$ cat config.mk
export PLATFORM = sky130hd
export DESIGN_NAME = spirl_top
export DESIGN_NICKNAME = d
export VERILOG_FILES = /design/src/verilog/spirl_pkg.sv /design/src/verilog/spirl_top.sv
export SDC_FILE = /design/constraint.sdc
export NUM_CORES = 1
export LEC_CHECK = 0
export BUFFER_PORTS_ARGS = -buffer_cell sky130_fd_sc_hd__buf_2
export CAP_MARGIN = 10
export CORE_AREA = 2 2 86 88
export DETAILED_ROUTE_END_ITERATION = 7
export DIE_AREA = 0 0 88 90
export PLACE_DENSITY = 0.71
export SLEW_MARGIN = 20
export SYNTH_ARGS = -nofsm -noshare
export SYNTH_HDL_FRONTEND = slang
export SYNTH_SLANG_ARGS = --single-unit
$ cat constraint.sdc
create_clock -name SYS_CLK -period 3.8 [get_ports SYS_CLK]
set_clock_uncertainty 0.1 [all_clocks]
set_input_delay 0.19 -clock SYS_CLK [delete_from_list [all_inputs] [get_ports SYS_CLK]]
set_output_delay 0.19 -clock SYS_CLK [all_outputs]
set_load 0.02 [all_outputs]
$ cat src/verilog/spirl_pkg.sv
// package: shared constants and carrier structs for the spi control block
package spirl_pkg;

  // ------------------------------------------------------------
  // reset values
  // ------------------------------------------------------------
  localparam logic RST_MASTER_SELECT = 1'b1;
  localparam logic RST_CLOCK_PHASE = 1'b1;
  localparam logic RST_TX_EMPTY = 1'b1;

  // ------------------------------------------------------------
  // timing
  // ------------------------------------------------------------
  localparam int BITS_PER_BYTE = 8;
  localparam int CLK_HZ = 25000000;
  localparam int HALF_DIV_MIN = 2;

  // ------------------------------------------------------------
  // carriers
  // ------------------------------------------------------------
  typedef struct packed {
    logic receive_irq_enable;
    logic master_select;
    logic clock_polarity;
    logic clock_phase;
    logic wired_or_mode;
    logic module_enable;
    logic transmit_irq_enable;
    logic error_irq_enable;
    logic select_fault_detect_enable;
    logic rate_select_high;
    logic rate_select_low;
  } spirl_ctrl_s;

  typedef struct packed {
    logic receive_full_flag;
    logic overrun_flag;
    logic select_fault_flag;
    logic transmit_empty_flag;
  } spirl_stat_s;

  typedef struct packed {
    logic sclk_o;
    logic sclk_oe_n;
    logic mosi_o;
    logic mosi_oe_n;
    logic miso_o;
    logic miso_oe_n;
    logic port_owns_sclk;
    logic port_owns_mosi;
    logic port_owns_miso;
    logic port_owns_ss;
  } spirl_pins_s;

  typedef enum logic [1:0] {
    ST_IDLE = 2'b00,
    ST_LEAD = 2'b01,
    ST_TRAIL = 2'b11
  } spirl_state_e;

endpackage

$ cat src/verilog/spirl_top.sv
// spi control block: flags, resets, low power, break and pin ownership
module spirl_top
  import spirl_pkg::*;
#(
  parameter int DATA_W = 8
)
(
  input wire logic SYS_CLK,
  input wire logic ARST_N,
  input wire logic CTRL_WR,
  input wire spirl_pkg::spirl_ctrl_s CTRL_IN,
  input wire logic STAT_RD,
  input wire logic DATA_RD,
  input wire logic DATA_WR,
  input wire logic [DATA_W-1:0] DATA_IN,
  input wire logic WAIT_MODE,
  input wire logic STOP_MODE,
  input wire logic BREAK_ACTIVE,
  input wire logic BREAK_CLEAR_ENABLE,
  input wire logic SCLK_I,
  input wire logic MOSI_I,
  input wire logic MISO_I,
  input wire logic SS_N_I,
  output spirl_pkg::spirl_ctrl_s CTRL_OUT,
  output spirl_pkg::spirl_stat_s STAT_OUT,
  output logic [DATA_W-1:0] DATA_OUT,
  output spirl_pkg::spirl_pins_s PINS,
  output logic RX_IRQ,
  output logic TX_IRQ,
  output logic WAKE_REQ
);
  import spirl_pkg::*;

  // ------------------------------------------------------------
  // pin synchronisers
  // ------------------------------------------------------------
  logic [3:0] s1_q, s2_q, s3_q;
  always_ff @(posedge SYS_CLK or negedge ARST_N)
  begin
    if (!ARST_N)
    begin
      // clock bit resets to its idle low so no false edge follows reset
      s1_q <= 4'h7;
      s2_q <= 4'h7;
      s3_q <= 4'h7;
    end
    else
    begin
      s1_q <= {SCLK_I, MOSI_I, MISO_I, SS_N_I};
      s2_q <= s1_q;
      s3_q <= s2_q;
    end
  end
  logic sclk_s, mosi_s, miso_s, ss_s, ss_fall, sclk_edge;
  assign sclk_s = s2_q[3];
  assign mosi_s = s2_q[2];
  assign miso_s = s2_q[1];
  assign ss_s = s2_q[0];
  assign ss_fall = s3_q[0] & ~ss_s;
  assign sclk_edge = s3_q[3] ^ sclk_s;

  // ------------------------------------------------------------
  // state
  // ------------------------------------------------------------
  spirl_ctrl_s ctrl_q, ctrl_d;
  spirl_stat_s stat_q, stat_d;
  spirl_state_e st_q, st_d;
  logic [DATA_W-1:0] shift_q, shift_d, rx_q, rx_d, tx_q, tx_d;
  logic [3:0] edges_q, edges_d;
  logic [7:0] div_q, div_d;
  logic sclk_q, sclk_d, tx_full_q, tx_full_d;
  logic rf_arm_q, rf_arm_d, mf_arm_q, mf_arm_d;

  logic active, master, slave_sel, mode_fault, lock;
  assign active = ctrl_q.module_enable & ~STOP_MODE;
  assign master = ctrl_q.master_select;
  assign slave_sel = active & ~master & ~ss_s;
  assign lock = BREAK_ACTIVE & ~BREAK_CLEAR_ENABLE;

  function automatic logic [7:0] half_div(input logic [1:0] r);
    unique case (r)
      2'b00: half_div = 8'h02;
      2'b01: half_div = 8'h08;
      2'b10: half_div = 8'h20;
      2'b11: half_div = 8'h80;
    endcase
  endfunction

  // fault: master sees select low, or selected slave deselected mid-byte
  assign mode_fault = active & ctrl_q.select_fault_detect_enable &
    (master ? ~ss_s : (ss_s & st_q != ST_IDLE));

  // ------------------------------------------------------------
  // next state
  // ------------------------------------------------------------
  always_comb
  begin
    logic done, start, cpu_ok, tick;
    done = 1'b0;
    tick = 1'b0;
    start = 1'b0;
    cpu_ok = ~WAIT_MODE;
    ctrl_d = ctrl_q;
    stat_d = stat_q;
    st_d = st_q;
    shift_d = shift_q;
    rx_d = rx_q;
    tx_d = tx_q;
    edges_d = edges_q;
    div_d = div_q;
    sclk_d = sclk_q;
    tx_full_d = tx_full_q;
    rf_arm_d = rf_arm_q;
    mf_arm_d = mf_arm_q;
    if (cpu_ok && STAT_RD && !lock)
    begin
      rf_arm_d = stat_q.receive_full_flag | stat_q.overrun_flag;
      mf_arm_d = stat_q.select_fault_flag;
    end
    if (cpu_ok && CTRL_WR)
    begin
      ctrl_d = CTRL_IN;
      if (mf_arm_q && !lock && !mode_fault)
      begin
        stat_d.select_fault_flag = 1'b0;
        mf_arm_d = 1'b0;
      end
    end
    if (cpu_ok && DATA_RD && rf_arm_q && !lock)
    begin
      stat_d.receive_full_flag = 1'b0;
      stat_d.overrun_flag = 1'b0;
      rf_arm_d = 1'b0;
    end
    if (cpu_ok && DATA_WR && !lock)
    begin
      tx_d = DATA_IN;
      tx_full_d = 1'b1;
      stat_d.transmit_empty_flag = 1'b0;
    end
    if (!active)
    begin
      st_d = ST_IDLE;
      shift_d = '0;
      edges_d = '0;
      div_d = '0;
      sclk_d = ctrl_q.clock_polarity;
      if (!ctrl_q.module_enable)
      begin
        stat_d.transmit_empty_flag = 1'b1;
        tx_full_d = 1'b0;
      end
    end
    else
    begin
      if (st_q == ST_IDLE && tx_full_q &&
          (master || (ctrl_q.clock_phase && !ss_s) || ss_fall))
        start = 1'b1;
      if (start)
      begin
        shift_d = tx_q;
        tx_full_d = 1'b0;
        stat_d.transmit_empty_flag = 1'b1;
        st_d = ST_LEAD;
        edges_d = '0;
        div_d = '0;
      end
      else if (st_q != ST_IDLE)
      begin
        if (master)
        begin
          div_d = div_q + 8'h01;
          if (div_q + 8'h01 >= half_div({ctrl_q.rate_select_high,
                                          ctrl_q.rate_select_low}))
          begin
            div_d = '0;
            tick = 1'b1;
            sclk_d = ~sclk_q;
          end
        end
        else
          tick = sclk_edge & ~ss_s;
        if (tick)
        begin
          edges_d = edges_q + 4'h1;
          if (st_q == ST_LEAD)
          begin
            st_d = ST_TRAIL;
            shift_d = {shift_q[DATA_W-2:0], master ? miso_s : mosi_s};
          end
          else
            st_d = ST_LEAD;
          if (edges_q == 4'(2 * BITS_PER_BYTE - 1))
          begin
            st_d = ST_IDLE;
            done = 1'b1;
          end
        end
      end
      if (done)
      begin
        if (stat_q.receive_full_flag)
          stat_d.overrun_flag = 1'b1;
        else
        begin
          rx_d = shift_d;
          stat_d.receive_full_flag = 1'b1;
        end
      end
      if (mode_fault)
      begin
        stat_d.select_fault_flag = 1'b1;
        if (master)
        begin
          ctrl_d.module_enable = 1'b0;
          st_d = ST_IDLE;
        end
      end
    end
  end

  // ------------------------------------------------------------
  // registers
  // ------------------------------------------------------------
  always_ff @(posedge SYS_CLK or negedge ARST_N)
  begin
    if (!ARST_N)
    begin
      ctrl_q <= '{master_select: RST_MASTER_SELECT,
                 clock_phase: RST_CLOCK_PHASE, default: 1'b0};
      stat_q <= '{transmit_empty_flag: RST_TX_EMPTY, default: 1'b0};
      st_q <= ST_IDLE;
      shift_q <= '0;
      rx_q <= '0;
      tx_q <= '0;
      edges_q <= '0;
      div_q <= '0;
      sclk_q <= 1'b0;
      tx_full_q <= 1'b0;
      rf_arm_q <= 1'b0;
      mf_arm_q <= 1'b0;
    end
    else
    begin
      ctrl_q <= ctrl_d;
      stat_q <= stat_d;
      st_q <= st_d;
      shift_q <= shift_d;
      rx_q <= rx_d;
      tx_q <= tx_d;
      edges_q <= edges_d;
      div_q <= div_d;
      sclk_q <= sclk_d;
      tx_full_q <= tx_full_d;
      rf_arm_q <= rf_arm_d;
      mf_arm_q <= mf_arm_d;
    end
  end

  // ------------------------------------------------------------
  // outputs and pins
  // ------------------------------------------------------------
  assign CTRL_OUT = ctrl_q;
  assign STAT_OUT = stat_q;
  assign DATA_OUT = rx_q;
  assign RX_IRQ = (stat_q.receive_full_flag & ctrl_q.receive_irq_enable) |
    ((stat_q.overrun_flag | stat_q.select_fault_flag) &
     ctrl_q.error_irq_enable);
  assign TX_IRQ = stat_q.transmit_empty_flag &
    ctrl_q.transmit_irq_enable & ctrl_q.module_enable;
  assign WAKE_REQ = RX_IRQ | TX_IRQ;

  // msb of shifter drives the data line in both roles
  always_comb
  begin
    PINS.sclk_o = sclk_q;
    PINS.sclk_oe_n = ~(active & master);
    PINS.mosi_o = shift_q[DATA_W-1];
    PINS.mosi_oe_n = ~(active & master &
      (~ctrl_q.wired_or_mode | ~shift_q[DATA_W-1]));
    PINS.miso_o = shift_q[DATA_W-1];
    PINS.miso_oe_n = ~slave_sel;
    PINS.port_owns_sclk = ~active;
    PINS.port_owns_mosi = ~active;
    PINS.port_owns_miso = ~active;
    PINS.port_owns_ss = ~active |
      (master & ~ctrl_q.select_fault_detect_enable);
  end
endmodule

==> summary.md, run 1 <==
| Metric | Value |
|---|---|
| Outcome | completed |
| Synth Cell Area | approximately 3400 µm² |
| Slew @ Worst Pin | roughly 940 ps |
| Worst reg-to-reg path cell count | 11 |
| Async SR Flop Fraction | 100% |
| Count of input and output buffers | just under 70 |
| Total wire length | between 7000 and 8000 µm |
| Die span in y | roughly 90 µm |
| Metal3 WL | between 300 and 400 µm |
| Final instance area | 4130 µm² |
| Clock sinks | 67 |
| Setup Crit Path Kind | reg -> reg |
| Startpoint types | flop |
| Die ar. | approximately 8000 µm² |
| Met2 Wirelength | roughly 3700 µm |
| Syn Nets | roughly 360 |
| Static leakage | about 1.8 nW |
| Worst reg2reg endpoint | edges_q[3] |
| Synth Register Bits | 67 |
| Vias per std cell | between 5 and 6 |
| Pre-antenna DRT Iters | 4 |
| Met1 wire length | around 3400 µm |
| # rows | 31 |
| Die X | slightly below 90 µm |
| Total chip power | about 1.8 mW |
| Worst slew margin | between 30% and 40% |
| Crit path required time | approximately 3900 ps |
| Final Cycle Share | 91.5% |
| Setup crit end | edges_q[3] |
| Highest metal used | met4 |
| DRC | 0 |
| Critical path's slowest cell | a211oi_2 |
| Cell Chain, Critical Path | nand3_1 -> nor2_1 -> nand3_1 -> xnor2_1 -> ha_1 -> o211ai_1 -> a41o_2 -> o41ai_4 -> a211oi_2 -> nor3_1 -> mux2_1 |
| Post-Synthesis Cells | between 300 and 400 |
| MaxCap Viol Count | 0 |
| Crit path depth | 11 |
| Post-cts sizing count | 0 |
| Cell mode on critical path | nand3_1 |
| Root buffer cell | clkbuf_8 |
| Hold Slack | 42.7 ps |
| Routed wire per std cell | around 15 µm |
| Clock slew at reported path FFs | approximately 70 ps |
| Drt first-iter violations | 141 |
| Number of post-CTS setup repair buffers | 0 |
| Vias | ~2.7k |
| Detail Route Antenna Nets | 0 |
| Vias in the first global route | 2639 |
| Pwr Density | approximately 420 nW/µm² |
| Antenna Cells | 0 |
| Core area | 7020 µm² |
| Dominant synthesized flop cell | dfrtp_1 |
| Initial Util | 48.1% |
| Min Tclk post-route | 3480 ps |
| H-tree levels | 3 |
| Setup-failing EPs final | 0 |
| Syn Area/Cell | between 10 and 15 µm² |
| First-pass GRT wire length | roughly 13000 µm |
| Ports | 69 |
| HPWL Detailed | around 5300 µm |
| Final non-filler cell total | 507 |
| Fillers | 600 |
| VDD IR-drop max | just under 0.3 mV |
| Setup_tns | 0 ps |
| Worst reg-to-reg setup slack | 320 ps |
| Post-synth EDFFs | 0 |
| RSZ-0062 raised after global routing | no |
| Final Hold Fails | 0 |
| Synth Warn # | 0 |
| Crit-path leading delay family | compound AO/OA/AOI/OAI gates |
| Fmax | ~290 MHz |
| Worst-Skew Late Latency | 350 ps |
| Placed cells | around 470 |
| Number of hold buffers added after CTS | 23 |
| Initial antenna violation count | 0 |
| Worst setup EP type | flop |
| CTS buffer count | 9 |
| Area Growth Syn to Fin | 22.5% |
| Gr ovfl total | 0 |
| RePlAce Congestion | approximately 0.8 |
| Yosys cell types | 53 |
| Slowest stage delay, CP | around 760 ps |
| Longest Clk Path Bufs | 2 |
| Gr usage total | a little over 20% |
| Post-synthesis sequential area ratio | between 50% and 60% |
| Worst endpoint data arrival time | 3610 ps |
| Worst hold path class | in -> reg |
| Worst setup startpoint | div_q[2] |
| Layout cells sized above 1 | between 30% and 40% |
| Worst-path fanout max | 13 |
| CTS tree | done |
| Max Transition Viols Final | 0 |
| CP Buf/Inv Count | 0 |
| Largest net degree at the start of global routing | just under 50 |
| Cell Area, Placed | roughly 3700 µm² |
| Nets | 442 |
| Worst r2r src | div_q[2] |
## synthesized netlist by cell type (5+ instances only)
cell      count  area (µm²)
nand2_1      23        86.3
buf_4         6        45.0
o21ai_1      11        55.1
clkbuf_1      8        30.0
o21ai_0      18        90.1
nand2b_1      5        31.3
a21oi_1      12        60.1
dfstp_2      10         263
a31oi_1      30         188
xnor2_1       6        52.6
nor2_1       13        48.8
mux2_2       18         203
dfrtp_1      57        1430
ha_1          6        75.1
buf_6         6        67.6
inv_1         9        33.8
nand3_1      21         105
nor2b_1       5        31.3
## sequential cells by signal (all words and copies together), names as in the netlist, 2 cells and up
signal,count
div_q,8
tx_q,8
shift_q,8
s2_q,4
edges_q,4
s1_q,4
STAT_OUT,4
CTRL_OUT,10
DATA_OUT,8
s3_q,2
st_q,2
## worst reg2reg max path: stages, from the launching register on
cell,delay [ps]
dfrtp_1,480
nand3_1,200
nor2_1,240
nand3_1,120
xnor2_1,220
ha_1,370
o211ai_1,140
a41o_2,160
o41ai_4,90
a211oi_2,760
nor3_1,150
mux2_1,340
## stage by stage
stage | worst slack [ps] | utilization, %
global route | 28.4 | 58.9
detailed placement | 328 | 52.9
CTS | 304 | 58.8
finish | 322 | 58.9
global placement | 462 | 52.9
floorplan | 761 | -
## how the worst min path moves through the flow
stage / start / end / slack (ps) / cells past startpoint
5_1_grt: DATA_RD / rf_arm_q / 70 / 3
4_1_cts: STAT_RD / rf_arm_q / 30 / 3
2_1_floorplan: ARST_N / CTRL_OUT[0] / -210 / 0
6_report: CTRL_IN[5] / CTRL_OUT[5] / 40 / 3
3_3_place_gp: ARST_N / CTRL_OUT[3] / 60 / 1
3_5_place_dp: ARST_N / CTRL_OUT[3] / 60 / 1
## layout by cell type (no fill, tap or decap), types with 4 or more instances in the layout
cell type,count
nand2b_1,5
ha_1,6
clkbuf_8,9
clkinv_2,4
dfrtp_1,57
nor2b_1,4
dlygate4sd3_1,23
a21oi_1,12
nor2_1,13
o21ai_1,11
o21ai_0,18
nand2_1,23
nand3_1,21
xnor2_1,6
buf_2,68
buf_4,5
inv_1,9
dfstp_2,10
mux2_2,18
a31oi_1,30
o211ai_1,4
## report_power, final
part,internal (mW),switching (mW)
Clock,0.298,0.266
Combinational,0.147,0.215
Sequential,0.777,0.0484
## logic make-up after synthesis
| family | share of synthesized area (%) |
|---|---|
| muxes | 7.23 |
| adders and majority gates | 2.22 |
| AOI/OAI and AO/OA | 19.3 |
| xor gates and xnor gates | 1.82 |
| and+or+nand+nor | 13.5 |
| buffers and inverters | 5.89 |
| DFF | 50.0 |
## routing by layer
metal / track usage [%] / up-vias
met1: 27.2 / 1309
li1: - / 1326
met2: 31.9 / 64
met3: 5.33 / 13
met4: 7.31 / 0
met5: 0 / -
## layout make-up
| cell class | instances | area (µm²) | share of cell area, % |
|---|---|---|---|
| clock buffer | 10 | 128 | 3.09 |
| clock inverter | 6 | 57.6 | 1.39 |
| inverter | 10 | 37.5 | 0.908 |
| multi-input combinational | 219 | 1490 | 36.0 |
| sequential | 67 | 1690 | 40.9 |
| tap | 99 | 124 | 3.00 |
| timing repair buffer | 96 | 608 | 14.7 |
Note: power is estimated with default switching activity, not from simulation.
==> inputs of run 2 (changes only) <==
--- a/config.mk
+++ b/config.mk
@@ -10,7 +10,7 @@
 export CORE_AREA = 2 2 86 88
 export DETAILED_ROUTE_END_ITERATION = 7
 export DIE_AREA = 0 0 88 90
-export PLACE_DENSITY = 0.71
+export PLACE_DENSITY = 0.69
 export SLEW_MARGIN = 20
 export SYNTH_ARGS = -nofsm -noshare
 export SYNTH_HDL_FRONTEND = slang
==> run 2 against run 1 <==
  * Die area is the same
  * Power up 8.9%
  * Largest power group unchanged
  * Largest cell class unchanged
  * Critical path type unchanged
  * Sequential cell count stayed put
==> summary.md, run 2 (same netlist as run 1, synthesis figures left out) <==
| Metric | Value |
|---|---|
| Total wire length | 7760 µm (was 7520 µm) |
| Vias per std cell | 5.46 (was 5.35) |
| Final non-filler cell total | 508 (was 507) |
| Routed wire per std cell | 15.3 µm (was 14.8 µm) |
| Multi-input gate area | 1490 µm² (about the same) |
| Final Cycle Share | 88.8% (was 91.5%) |
| Ports | 69 (unchanged) |
| Antenna Cells | 0 (unchanged) |
| Die span in y | 90 µm (unchanged) |
| Root buffer cell | clkbuf_8 (unchanged) |
| RSZ-0062 raised after global routing | no (unchanged) |
| Clock sinks | 67 (unchanged) |
| Cell mode on critical path | nand3_1 (unchanged) |
| Longest Clk Path Bufs | 2 (unchanged) |
| Detail Route Antenna Nets | 0 (unchanged) |
| Largest net degree at the start of global routing | 37 (was 49) |
| Die ar. | 7920 µm² (unchanged) |
| MaxCap Viol Count | 0 (unchanged) |
| Final Hold Fails | 0 (unchanged) |
| Final instance area | 4200 µm² (was 4130 µm²) |
| Area Growth Syn to Fin | 24.3% (was 22.5%) |
| Vias in the first global route | 2825 (was 2639) |
| Worst setup EP type | flop (unchanged) |
| Initial antenna violation count | 0 (unchanged) |
| CTS tree | done (unchanged) |
| Final core occ | 59.8% (was 58.9%) |
| Outcome | completed (unchanged) |
| Count of input and output buffers | 68 (unchanged) |
| Cell Area, Placed | 3720 µm² (about the same) |
| Slowest stage delay, CP | 480 ps (was 760 ps) |
| Gr ovfl total | 0 (unchanged) |
| Hold Slack | 54.6 ps (was 42.7 ps) |
| Worst-Skew Late Latency | 340 ps (was 350 ps) |
| Total chip power | 1.91 mW (was 1.75 mW) |
| Gr usage total | 20.7% (was 20.4%) |
| Slew @ Worst Pin | 916 ps (was 945 ps) |
| Min Tclk post-route | 3370 ps (was 3480 ps) |
| Worst slew margin | 38.7% (was 36.9%) |
| Setup WS post-layout | 427 ps (was 322 ps) |
| Cell Chain, Critical Path | nand3_1 -> nor2_1 -> nand3_1 -> xnor2_1 -> ha_1 -> o211ai_1 -> a41o_2 -> o41ai_4 -> a211o_1 -> buf_4 -> nand3_1 -> a31oi_1 (was nand3_1 -> nor2_1 -> nand3_1 -> xnor2_1 -> ha_1 -> o211ai_1 -> a41o_2 -> o41ai_4 -> a211oi_2 -> nor3_1 -> mux2_1) |
| CTS buffer count | 9 (unchanged) |
| VDD IR-drop max | 0.283 mV (was 0.297 mV) |
| Setup Crit Path Kind | reg -> reg (unchanged) |
| Worst-path fanout max | 12 (was 13) |
| Max reg flops | 10 (unchanged) |
| # rows | 31 (unchanged) |
| Max Transition Viols Final | 0 (unchanged) |
| Sequential cell area | 1690 µm² (unchanged) |
| Most common cell after layout, fill and taps aside | buf_2 (unchanged) |
| First-pass GRT wire length | 13000 µm (was 12600 µm) |
| H-tree levels | 3 (unchanged) |
| Setup-failing EPs final | 0 (unchanged) |
| Nets | 443 (was 442) |
| Vias | 2772 (was 2712) |
| Pre-antenna DRT Iters | 4 (unchanged) |
| Initial Util | 48.1% (unchanged) |
| Crit path required time | 3960 ps (was 3930 ps) |
| Critical path's slowest cell | dfrtp_1 (was a211oi_2) |
| Placed cells | 469 (was 468) |
| Core area | 7020 µm² (unchanged) |
| Worst hold path class | in -> reg (unchanged) |
| RePlAce Congestion | 0.854 (was 0.795) |
| Most frequent cells in the layout | buf_2, dfrtp_1, a31oi_1 (unchanged) |
| Pwr Density | 455 nW/µm² (was 424 nW/µm²) |
| Die X | 88 µm (unchanged) |
| Worst slack at placement | 466 ps (was 328 ps) |
| DRC | 0 (unchanged) |
| Fmax | 297 MHz (was 288 MHz) |
| Static leakage | 1.86 nW (was 1.83 nW) |
| Fillers | 591 (was 600) |
| Worst endpoint data arrival time | 3530 ps (was 3610 ps) |
| Layout cells sized above 1 | 31.8% (was 32.1%) |
| Clock slew at reported path FFs | 70 ps (about the same) |
| Drt first-iter violations | 180 (was 141) |
| HPWL Detailed | 5440 µm (was 5270 µm) |
| Startpoint types | flop (unchanged) |
| Setup_tns | 0 ps (unchanged) |
run 2: changes by cell type in the layout (fill, tap and decap cells not counted):
cell and delta:
nor2b_1 +1, clkbuf_1 +1, clkinv_2 -4, clkbuf_8 +1, bufinv_16 +2, buf_4 +1
nor2b_2 -1
run 2: routing by layer:
| layer | vias up | share of wire, % | GRT usage (%) |
|---|---|---|---|
| met5 | - | 0 | 0 |
| met4 | 0 | 2.1 | 7.82 |
| met3 | 16 | 5.3 | 5.42 |
| met2 | 101 | 47 | 32.3 |
| met1 | 1315 | 45 | 27.3 |
| li1 | 1340 | - | - |
run 2: timing repair:
| item | 4_1_cts | 5_1_grt |
|---|---|---|
| setup buffers | 0 | 0 |
| hold buffers | 23 | 0 |
| gates resized for setup | 0 | 0 |
| hold endpoints to repair | 50 | 0 |
run 2: area by class of cell:
type | instances | share of cell area, %
Sequential cell | 67 | 40.3
Multi-Input combinational cell | 219 | 35.5
Timing Repair Buffer | 97 | 14.7
Clock buffer | 12 | 3.46
Tap cell | 99 | 2.95
Clock inverter | 4 | 2.33
Inverter | 10 | 0.894
run 2: final timing paths:
check	startpoint	end	cells after the start	slack, ps
worst max-delay path	div_q[2]	DATA_OUT[7]	12	430
worst min register to register	s1_q[3]	s2_q[3]	0	260
max in group asynchronous	ARST_N	s2_q[0]	3	2270
worst min-delay path	CTRL_IN[5]	CTRL_OUT[5]	3	50
worst max register to register	div_q[2]	DATA_OUT[7]	12	430
min in group asynchronous	ARST_N	CTRL_OUT[3]	2	380
run 2: worst max-delay path: cells and delay by family, from the launching register on:
kind            cells  cell delay (ps)
flops               1              480
fa+ha+maj           1              300
buf+inv             1              240
xor+xnor            1              150
compound gates      5             1330
simple gates        4              700
run 2: power breakdown:
part	internal (mW)	total [mW]	switching [mW]
Clock	0.455	0.723	0.269
Sequential	0.777	0.826	0.0490
Combinational	0.145	0.359	0.214
==> inputs of run 3 (changes only) <==
--- a/config.mk
+++ b/config.mk
@@ -11,6 +11,7 @@
 export DETAILED_ROUTE_END_ITERATION = 7
 export DIE_AREA = 0 0 88 90
 export PLACE_DENSITY = 0.69
+export REMOVE_ABC_BUFFERS = 1
 export SLEW_MARGIN = 20
 export SYNTH_ARGS = -nofsm -noshare
 export SYNTH_HDL_FRONTEND = slang
==> run 3 against run 2 <==
  * Sequential power hardly changed
  * Worst setup slack worse by 120 ps
  * Utilization is 1.1 points lower
  * Sequential share of layout area is 0.73 points higher
  * Final cell count is 0.20% lower
  * Final area is 1.8% lower
==> summary.md, run 3 (same netlist as run 1, synthesis figures left out) <==
| Metric | Value |
|---|---|
| Crit path required time | 3930 ps (was 3960 ps) |
| MaxCap Viol Count | 0 (unchanged) |
| Antenna Cells | 0 (unchanged) |
| DRC | 0 (unchanged) |
| Startpoint types | flop (unchanged) |
| Min Tclk post-route | 3490 ps (was 3370 ps) |
| Area Growth Syn to Fin | 22.1% (was 24.3%) |
| Outcome | completed (unchanged) |
| Die span in y | 90 µm (unchanged) |
| Die X | 88 µm (unchanged) |
| Setup Crit Path Kind | reg -> reg (unchanged) |
| Placed cells | 468 (was 469) |
| Die ar. | 7920 µm² (unchanged) |
| Switch share | 32.0% (was 27.9%) |
| Worst-path fanout max | 13 (was 12) |
| Nets | 442 (was 443) |
| Worst setup EP type | flop (unchanged) |
| Final Cycle Share | 91.8% (was 88.8%) |
| Fmax | 287 MHz (was 297 MHz) |
| Core area | 7020 µm² (unchanged) |
| Pre-antenna DRT Iters | 4 (unchanged) |
| Initial antenna violation count | 0 (unchanged) |
| Switching power | 0.544 mW (was 0.532 mW) |
| Worst-Skew Late Latency | 350 ps (was 340 ps) |
| RSZ-0062 raised after global routing | no (unchanged) |
| Slew @ Worst Pin | 903 ps (was 916 ps) |
| Vias in the first global route | 2691 (was 2825) |
| Worst endpoint data arrival time | 3620 ps (was 3530 ps) |
| Root buffer cell | clkbuf_8 (unchanged) |
| Fillers | 601 (was 591) |
| Number of post-CTS setup repair buffers | 0 (unchanged) |
| Most frequent cells in the layout | buf_2, dfrtp_1, a31oi_1 (unchanged) |
| Setup-failing EPs final | 0 (unchanged) |
| Combinational power share | 21.0% (was 18.8%) |
| Vias per std cell | 5.47 (was 5.46) |
| CP Buf/Inv Count | 0 (was 1) |
| Crit-path leading delay family | compound AO/OA/AOI/OAI gates (unchanged) |
| Vias | 2772 (unchanged) |
| Layout cells sized above 1 | 32.4% (was 31.8%) |
| Max Transition Viols Final | 0 (unchanged) |
| Max reg flops | 10 (unchanged) |
| Cell Chain, Critical Path | nand3_1 -> nor2_1 -> nand3_1 -> xnor2_1 -> ha_1 -> o211ai_1 -> a41o_2 -> o41ai_4 -> a211oi_2 -> nor3_1 -> mux2_1 (was nand3_1 -> nor2_1 -> nand3_1 -> xnor2_1 -> ha_1 -> o211ai_1 -> a41o_2 -> o41ai_4 -> a211o_1 -> buf_4 -> nand3_1 -> a31oi_1) |
| VDD IR-drop max | 0.325 mV (was 0.283 mV) |
| RePlAce Congestion | 0.864 (was 0.854) |
| Gr ovfl total | 0 (unchanged) |
| Pwr Density | 413 nW/µm² (was 455 nW/µm²) |
| Setup_tns | 0 ps (unchanged) |
| Share of power burned in registers | 48.5% (was 43.3%) |
| Largest net degree at the start of global routing | 46 (was 37) |
| Critical path's slowest cell | dfrtp_1 (unchanged) |
| H-tree levels | 3 (unchanged) |
| Worst hold path class | in -> reg (unchanged) |
| Initial Util | 48.1% (unchanged) |
| Clock sinks | 67 (unchanged) |
| Final non-filler cell total | 507 (was 508) |
| Routed wire per std cell | 14.9 µm (was 15.3 µm) |
| Ports | 69 (unchanged) |
| Cell mode on critical path | nand3_1 (unchanged) |
| First-pass GRT wire length | 12600 µm (was 13000 µm) |
| Drt first-iter violations | 173 (was 180) |
| Static leakage | 1.82 nW (was 1.86 nW) |
| CTS buffer count | 9 (unchanged) |
| Clock group share of total power | 30.5% (was 37.9%) |
| Detail Route Antenna Nets | 0 (unchanged) |
| Pint | 1.16 mW (was 1.38 mW) |
| Longest Clk Path Bufs | 2 (unchanged) |
| Worst slew margin | 39.7% (was 38.7%) |
| Count of input and output buffers | 68 (unchanged) |
| Slowest stage delay, CP | 480 ps (about the same) |
| CTS tree | done (unchanged) |
| # rows | 31 (unchanged) |
| Gr usage total | 20.3% (was 20.7%) |
| HPWL Detailed | 5190 µm (was 5440 µm) |
| Final Hold Fails | 0 (unchanged) |
| Clock slew at reported path FFs | 80 ps (was 70 ps) |
| Most common cell after layout, fill and taps aside | buf_2 (unchanged) |
| Total wire length | 7530 µm (was 7760 µm) |
==> run 3: changes by cell type in the layout (fill, tap and decap cells not counted), sizes merged <==
| cell | change |
|---|---|
| clkinvlp | +2 |
| buf | -1 |
| inv | +1 |
| clkinv | +2 |
| bufinv | -3 |
| clkbuf | -2 |
==> run 3: final cells by class <==
cell class,count,area [µm²],share of cell area (%)
Tap cell,99,124,3.01
Multi-Input combinational cell,219,1490,36.2
Timing Repair Buffer,96,611,14.8
Clock buffer,10,128,3.10
Clock inverter,6,41.3,1.00
Sequential cell,67,1690,41.0
Inverter,10,37.5,0.911
==> run 3: worst reg2reg max path, delay by kind of cell, from the launching register on <==
kind / cells / cell delay, ps
xor+xnor: 1 / 160
compound gates: 4 / 990
fa+ha+maj: 1 / 470
flops: 1 / 480
mux: 1 / 340
simple gates: 4 / 840
==> run 3: timing repair <==
item                                   4_1_cts  5_1_grt
resized for setup                            0        1
endpoints found under the hold margin       60        0
hold buffers                                23        0
setup endpoints to repair                    0        2
==> run 3: final timing paths <==
kind / from / to / slack (ps) / cells past startpoint
max reg2reg: div_q[2] / edges_q[3] / 310 / 11
min: CTRL_IN[5] / CTRL_OUT[5] / 60 / 3
min reg2reg: s1_q[3] / s2_q[3] / 250 / 0
min in group asynchronous: ARST_N / DATA_OUT[3] / 280 / 2
max in group asynchronous: ARST_N / master / 2550 / 3
max: div_q[2] / edges_q[3] / 310 / 11
==> run 3: power by group through the flow <==
stage / registers, mW / logic, mW / clock network (mW)
CTS: 0.825 / 0.358 / 0.533
finish: 0.825 / 0.358 / 0.519
global placement: 0.835 / 0.336 / 0
floorplan: 0.860 / 0.185 / 0
detailed placement: 0.839 / 0.339 / 0
global route: 0.834 / 0.395 / 0.564
==> run 3: routing by layer <==
layer	global-route usage, %	share of wire, %	vias up
met5	0	0	-
met1	27.9	46	1347
li1	-	-	1341
met2	31.6	48	79
met3	5.60	5.3	5
met4	5.51	0.89	0
==> run 3: through the flow <==
stage | hold WS (ps) | power [mW] | instance area, µm² | util, % | setup WS, ps
after global routing | 75.8 | 1.79 | 4120 | 58.7 | 69.6
after global placement | 195 | 1.17 | 3720 | 52.9 | 433
after floorplan | -206 | 1.04 | 3210 | - | 548
after CTS | 50.4 | 1.72 | 4120 | 58.6 | 275
after detailed placement | 198 | 1.18 | 3720 | 52.9 | 299
final | 58.9 | 1.70 | 4120 | 58.7 | 311
